--- src/rtl/sram_host_map.svh ---
// constants for the host-side controller of a 4096 x 4 asynchronous static memory
// assumes a 125 MHz system clock; times in ns, cycle counts derived from them
// How it works
// - write only while select and write low
// - write ends at first rising strobe
// - read: write high, select low
// - host never fights memory-driven pins
// - no conflicting write data while memory drives
// - select low 40 ns before write end
// - address stable 40 ns before write end
// - write data valid 20 ns before end
// - retention: deselect first, wait read cycle
`ifndef SRAM_HOST_MAP_SVH
`define SRAM_HOST_MAP_SVH
`define CLK_PERIOD_PS 8000
// slowest grade figures, so the controller suits every grade
`define T_WRITE_OVERLAP_NS 35
`define T_SELECT_TO_END_NS 40
`define T_ADDR_TO_END_NS 40
`define T_DATA_TO_END_NS 20
`define T_ACCESS_NS 45
`define T_OUT_FLOAT_NS 20
`define T_WRITE_RECOVERY_NS 0
// least times round up
`define CYC_UP(ns) (((ns) * 1000 + `CLK_PERIOD_PS - 1) / `CLK_PERIOD_PS)
`define CYC_WRITE `CYC_UP(`T_ADDR_TO_END_NS)
`define CYC_ACCESS `CYC_UP(`T_ACCESS_NS)
`define CYC_FLOAT `CYC_UP(`T_OUT_FLOAT_NS)
`endif

--- src/rtl/sram_host_pkg.sv ---
// types for the host-side static memory controller
// assumes the map header supplies all constants
package sram_host_pkg;
    // user request: address, data, direction
    typedef struct packed {
        logic [11:0] addr;
        logic [3:0] data;
        logic write;
    } sram_req_t;
    // controller states, gray along idle-wstrobe-wend-rwait-turn in code order
    typedef enum logic [2:0] {
        IDLE = 3'b000,
        WSTROBE = 3'b001,
        WEND = 3'b011,
        RWAIT = 3'b010,
        TURN = 3'b110
    } sram_state_t;
endpackage

--- src/rtl/sram_host.sv ---
// host controller driving a 4096 x 4 asynchronous static memory over its pins
// assumes memory pins are synchronous to clk_sys and the bench resolves the data wire
`timescale 1ns/1ps
`include "sram_host_map.svh"
module sram_host #(
    parameter int WRITE_CYCLES = `CYC_WRITE,
    parameter int ACCESS_CYCLES = `CYC_ACCESS,
    parameter int FLOAT_CYCLES = `CYC_FLOAT
) (
    input wire logic clk_sys,
    input wire logic reset_n,
    input wire sram_host_pkg::sram_req_t reqIn,
    input wire logic reqValid,
    output logic reqReady,
    output logic [3:0] readData,
    output logic readValid,
    output logic retentionReady,
    input wire logic retentionReq,
    output logic [11:0] memAddr,
    output logic memSelect_n,
    output logic memWrite_n,
    input wire logic [3:0] memDataIn,
    output logic [3:0] memDataOut,
    output logic memDataOe
);
    import sram_host_pkg::*;

    // reset release
    // the pin clears the chain at once; the far flop lets go two edges after the pin rises,
    // so every process on rstN leaves reset on one clean edge
    logic [1:0] resetSync; // release sync chain
    wire rstN = resetSync[1]; // internal reset, active low

    // sequencer state
    sram_state_t state; // phase of the pin sequence now
    sram_state_t next_state; // phase for the coming edge
    logic [7:0] count; // cycles left in current phase
    logic [7:0] next_count; // count for the coming edge
    logic retention; // held deselected for low supply

    // count loads sit one below the phase length, because a phase ends on its zero cycle
    wire [7:0] writeLoad = 8'(WRITE_CYCLES - 1); // strobes low for WRITE_CYCLES edges
    wire [7:0] accessLoad = 8'(ACCESS_CYCLES - 1); // select low for ACCESS_CYCLES edges before sampling
    wire [7:0] floatLoad = 8'(FLOAT_CYCLES - 1); // quiet pins after a read
    wire [7:0] countDown = count - 8'h01; // next value while a phase runs

    // state decode
    wire inIdle = (state == IDLE); // free for a request or a retention change
    wire inStrobe = (state == WSTROBE); // select and write strobe low
    wire inWriteEnd = (state == WEND); // strobes high, write data still driven
    wire inReadWait = (state == RWAIT); // select low, waiting out the access time
    wire inTurn = (state == TURN); // select high, memory outputs floating
    wire countDone = (count == 8'h00); // last cycle of the running phase

    // request and retention decode; the three idle actions exclude one another
    wire enterRetention = inIdle && retentionReq && !retention;
    wire leaveRetention = inIdle && !retentionReq && retention;
    wire takeReq = inIdle && reqValid && !retention && !retentionReq; // refused during retention
    wire takeWrite = takeReq && reqIn.write;
    wire takeRead = takeReq && !reqIn.write;
    wire strobeEnd = inStrobe && countDone;
    wire readSample = inReadWait && countDone;
    wire turnDone = inTurn && countDone;

    // reset release through two flops
    always_ff @(posedge clk_sys or negedge reset_n) begin
        if (!reset_n) begin
            resetSync <= 2'h0; // chain empty, internal reset held
        end else begin
            resetSync <= {resetSync[0], 1'b1}; // fill one stage per edge
        end
    end

    // next phase and count
    // a phase of N cycles loads N-1 and ends on the edge that sees zero
    always_comb begin
        next_state = state;
        next_count = count;
        unique case (state)
            IDLE: begin
                // retention entry changes no phase; exit waits one access time on quiet pins
                if (leaveRetention) begin
                    next_state = TURN;
                    next_count = accessLoad;
                end else if (takeWrite) begin
                    next_state = WSTROBE; // strobes fall at this edge
                    next_count = writeLoad;
                end else if (takeRead) begin
                    next_state = RWAIT; // select falls at this edge
                    next_count = accessLoad;
                end
            end
            WSTROBE: begin
                // the slowest figures set the length, so select, address and data all fit
                if (strobeEnd) begin
                    next_state = WEND; // strobes rise together
                end else begin
                    next_count = countDown; // keep counting the overlap
                end
            end
            WEND: begin
                // one cycle of data hold after the strobes rise
                next_state = IDLE;
            end
            RWAIT: begin
                // sample only once access time has passed
                if (readSample) begin
                    next_state = TURN; // select rises with the sample
                    next_count = floatLoad;
                end else begin
                    next_count = countDown; // access time still running
                end
            end
            TURN: begin
                // let memory outputs float before any host drive
                if (turnDone) begin
                    next_state = IDLE;
                end else begin
                    next_count = countDown; // pins still settling
                end
            end
            default: begin
                // an illegal code returns to idle with the strobes as they are
                next_state = IDLE;
            end
        endcase
    end

    // state and count registers
    always_ff @(posedge clk_sys or negedge rstN) begin
        if (!rstN) begin
            state <= IDLE;
            count <= 8'h00;
        end else begin
            state <= next_state;
            count <= next_count;
        end
    end

    // chip select: falls at every take, rises after the strobe phase or at the read sample
    always_ff @(posedge clk_sys or negedge rstN) begin
        if (!rstN) begin
            memSelect_n <= 1'b1; // deselected, memory in standby
        end else if (takeReq) begin
            memSelect_n <= 1'b0;
        end else if (strobeEnd || readSample) begin
            memSelect_n <= 1'b1;
        end
    end

    // write strobe: falls with select, so the memory never turns its outputs on in a write
    always_ff @(posedge clk_sys or negedge rstN) begin
        if (!rstN) begin
            memWrite_n <= 1'b1; // no write out of reset
        end else if (takeWrite) begin
            memWrite_n <= 1'b0;
        end else if (takeRead || strobeEnd) begin
            memWrite_n <= 1'b1;
        end
    end

    // address: set with select and held to the end of the phase
    always_ff @(posedge clk_sys or negedge rstN) begin
        if (!rstN) begin
            memAddr <= 12'h000;
        end else if (takeReq) begin
            memAddr <= reqIn.addr;
        end
    end

    // write data and its output enable
    // the data stays driven one cycle past the strobe rise; that costs a cycle per write
    // but gives hold time without a second clock phase
    always_ff @(posedge clk_sys or negedge rstN) begin
        if (!rstN) begin
            memDataOut <= 4'h0;
            memDataOe <= 1'b0; // pins released out of reset
        end else if (takeWrite) begin
            memDataOut <= reqIn.data;
            memDataOe <= 1'b1;
        end else if (inWriteEnd) begin
            memDataOe <= 1'b0;
        end
    end

    // request handshake: one pulse on the edge after the take
    always_ff @(posedge clk_sys or negedge rstN) begin
        if (!rstN) begin
            reqReady <= 1'b0;
        end else begin
            reqReady <= takeReq;
        end
    end

    // read result: sampled on the last access cycle, flagged for one cycle, data kept
    always_ff @(posedge clk_sys or negedge rstN) begin
        if (!rstN) begin
            readData <= 4'h0;
            readValid <= 1'b0;
        end else begin
            readValid <= readSample;
            if (readSample) begin
                readData <= memDataIn;
            end
        end
    end

    // retention: the memory is already deselected in idle, so entry only raises the flag;
    // the supply may drop once retentionReady is seen high
    always_ff @(posedge clk_sys or negedge rstN) begin
        if (!rstN) begin
            retention <= 1'b0;
            retentionReady <= 1'b0;
        end else if (enterRetention) begin
            retention <= 1'b1;
            retentionReady <= 1'b1;
        end else if (leaveRetention) begin
            retention <= 1'b0;
            retentionReady <= 1'b0;
        end
    end
endmodule

--- config.mk ---
export PLATFORM = sky130hd
export DESIGN_NAME = sram_host
export DESIGN_NICKNAME = d
export VERILOG_FILES = /design/src/rtl/sram_host_pkg.sv /design/src/rtl/sram_host.sv
export VERILOG_INCLUDE_DIRS = /design/src /design/src/rtl
export SDC_FILE = /design/constraint.sdc
export NUM_CORES = 1
export LEC_CHECK = 0
export BUFFER_PORTS_ARGS = -buffer_cell sky130_fd_sc_hd__buf_2
export CORE_ASPECT_RATIO = 0.6
export CORE_MARGIN = 2
export CORE_UTILIZATION = 30
export CTS_BUF_LIST = sky130_fd_sc_hd__clkbuf_16
export DETAILED_ROUTE_END_ITERATION = 8
export PLACE_DENSITY = 0.62
export SYNTH_ARGS = -nofsm -noshare
export SYNTH_HDL_FRONTEND = slang
export SYNTH_SLANG_ARGS = --single-unit
--- constraint.sdc ---
create_clock -name clk_sys -period 1.79 [get_ports clk_sys]
set_input_delay 0.0895 -clock clk_sys [delete_from_list [all_inputs] [get_ports clk_sys]]
set_output_delay 0.0895 -clock clk_sys [all_outputs]
set_load 0.005 [all_outputs]
==> qor.csv <==
metric,value,unit
post-route ant nets,0,
port bufs,50,
post-DP HPWL,3.04,mm
status,"complete, but fails checks",
core area,5620,µm²
Die X,103,µm
total number of vias,1504,
Die ar.,6500,µm²
largest family of logic cells by synthesized area,simple AND/OR/NAND/NOR gates,
Worst EP arrival,1.98,ns
clock skew,0.00641,ns
synthesized area,1760,µm²
Max Freq,552,MHz
register area,981,µm²
via-per-instance ratio,4.50,
Final min period,1.81,ns
worst setup margin,-0.0204,ns
Peak supply drop,0.000545,V
setup violators final,4,
simple-gate share of the synthesized area,0.187,
Synth Area in Compound Gates,0.127,
Syn Area/Cell,10.3,µm²
Util after Layout,0.464,
Routed WL,4.32,mm
Max Root-Sink Buffers,2,
worst slack at placement,-0.173,ns
Slew Limit Fails,0,
clock sink count,39,
"slowest stage delay, CP",0.41,ns
root buffer cell,clkbuf_16,
NumNets Final,279,
Synth area leader,dfrtp_1,
area of the multi-input gates,793,µm²
synthesized instance count,170,
Die Ht,63.3,µm
worst-case hold slack,0.00360,ns
multiplexer area fraction after synthesis,0.0919,
Placer Congestion,0.768,
Post-Synth XOR/XNOR Area,0,
ant diodes,0,
cells along the critical path,inv_2 -> ha_4 -> or3b_4 -> nor4_4 -> buf_6 -> mux2_4,
CP Class,register to register,
share of layout cells above drive strength 1,0.417,
DR DRC count,0,
H-tree depth,2,
worst-path maximum fanout,5,
vias in the first global route,1540,
number of fill cells,548,
Final Hold Vio Count,0,
"FF+latch count, synth",39,
worst reg-to-reg setup slack,-0.02,ns
register area share after synthesis,0.557,
Main synth FF type,dfrtp_1,
family with the most delay on the worst path,simple AND/OR/NAND/NOR gates,
Synth top area share,0.527,
worst hold path type,primary input to register,
Post-Synth Adder-Cell Area,0.00712,
RSZ-0062 raised after global routing,true,
failing checks,setup timing,
Avg WL per Cell,12.9,µm
Netlist cell types,35,
CTS tree,built,
Sum Neg Setup Slack,-0.0717,ns
"slowest stage cell, crit path",or3b_4,
GR Overflow Total,0,
crit end category,register,
1st-iter DRT viols,70,
Total GRT Usage,0.146,
clock-pin slew on the worst setup and hold paths,0.06,ns
TritonCTS Buffers,5,
largest net degree at the start of global routing,34,
Buffers & Inverters on Critical Path,2,
Initial Util,0.312,
P_leak,1.30,nW
"Net Count, Synth",196,
io pins,51,
top post-synthesis cells by area,"dfrtp_1 53%, nand2_1 9.4%, mux2_2 5.8%",
synthesis warning total,0,
initial antenna violation count,0,
MaxCap Viol Count,0,
final worst path period share,1.01,
PnR Total Power,4.17,mW
"EDFF count, synth",0,
Cell Rows,21,
Worst setup SP type,register,
Skew-Pair Late Insertion Delay,0.28,ns
"Data required, critical path",1.96,ns
Pre-Repair DR Iteration Count,4,
Power Density,1600,nW/µm²
first-pass GRT wire length,7.33,mm
asr flop ratio synth,1.00,
synthesis-to-finish area growth,48.6,%
-- flip-flops by register name, indices dropped and copies added, names as in the netlist, 2 cells and up --
register,cells
memDataOut,4
count,8
memAddr,12
state,3
readData,4
resetSync,2
-- worst paths after layout --
| path | startpoint | end | cells past startpoint |
|---|---|---|---|
| worst max-delay path | count[0] | readData[0] | 6 |
| worst max register to register | count[0] | readData[0] | 6 |
| min in group asynchronous | resetSync[1] | memDataOut[1] | 0 |
| max in group asynchronous | resetSync[1] | memSelect_n | 1 |
| worst min register to register | resetSync[1] | memDataOut[1] | 0 |
| worst min-delay path | reqIn[9] | memAddr[4] | 3 |
-- where the power goes --
group          internal (mW)  switching, mW  leakage (nW)
logic                  0.859          0.724         0.724
clock network          0.793          0.350        0.0952
registers               1.24          0.208         0.486
-- cells in the final DEF, fill, tap and decap left out, drive strengths merged, types with 2 or more instances in the layout --
cell	netlist	layout
nand2b	3	3
or4	2	2
or3b	2	2
nor3	4	4
bufinv	0	2
clkbuf	5	5
o22ai	5	5
buf	2	72
dfstp	2	2
o21ai	7	7
o31a	2	2
mux2i	6	6
nor4	2	2
a21oi	7	7
nand2	44	44
a21boi	2	2
nor2	5	5
dlygate4sd3	0	11
nor3b	2	2
dfrtp	37	37
mux2	9	9
inv	5	6
o21bai	6	6
-- cells in the mapped netlist, types with 2 or more instances --
cell type / n
o22ai_1: 4
o31a_1: 2
nand2_1: 44
dfrtp_1: 37
nor2_1: 5
o21ai_0: 7
a21boi_0: 2
nor3_1: 4
inv_1: 5
nand2b_1: 3
mux2_2: 9
a21oi_1: 7
nor3b_1: 2
clkbuf_1: 5
mux2i_1: 6
o21bai_1: 6
dfstp_2: 2
buf_2: 2
or3b_2: 2
-- final cells by class --
class / instances / share of cell area
clock buffer: 5 / 0.0479
clock inverter: 3 / 0.0244
inverter: 5 / 0.00719
multi-input combinational: 119 / 0.304
sequential: 39 / 0.376
tap: 80 / 0.0383
timing repair buffer: 83 / 0.203
-- metal layers --
layer  share of wire  track usage
met1            0.52        0.206
met2            0.41        0.216
met3           0.067       0.0433
met4          0.0079       0.0493
met5               0            0
-- per-stage QoR --
stage          area (µm²)  instances
5_1_grt              2610        334
3_5_place_dp         2220        311
3_3_place_gp         2220        311
6_report             2610        334
4_1_cts              2560        332
2_1_floorplan        1760        170
-- what timing repair did --
item | CTS | global route
resized for setup | 9 | 9
endpoints found under the setup margin | 6 | 25
endpoints found under the hold margin | 12 | 0
pin swaps | 2 | 2
hold buffers | 11 | 0
setup buffers | 2 | 2
-- cells by family after synthesis --
logic type | after synthesis
AOI/OAI and AO/OA | 34
adders and majority gates | 1
buffers and inverters | 12
DFF | 39
muxes | 15
other | 1
and+or+nand+nor | 68
-- tightest hold or removal path: cells and delay by family --
family	cells	cell delay, ns
buffers and inverters	1	0.07
and+or+nand+nor	2	0.09
No activity file was read; power rests on OpenSTA's default activity.
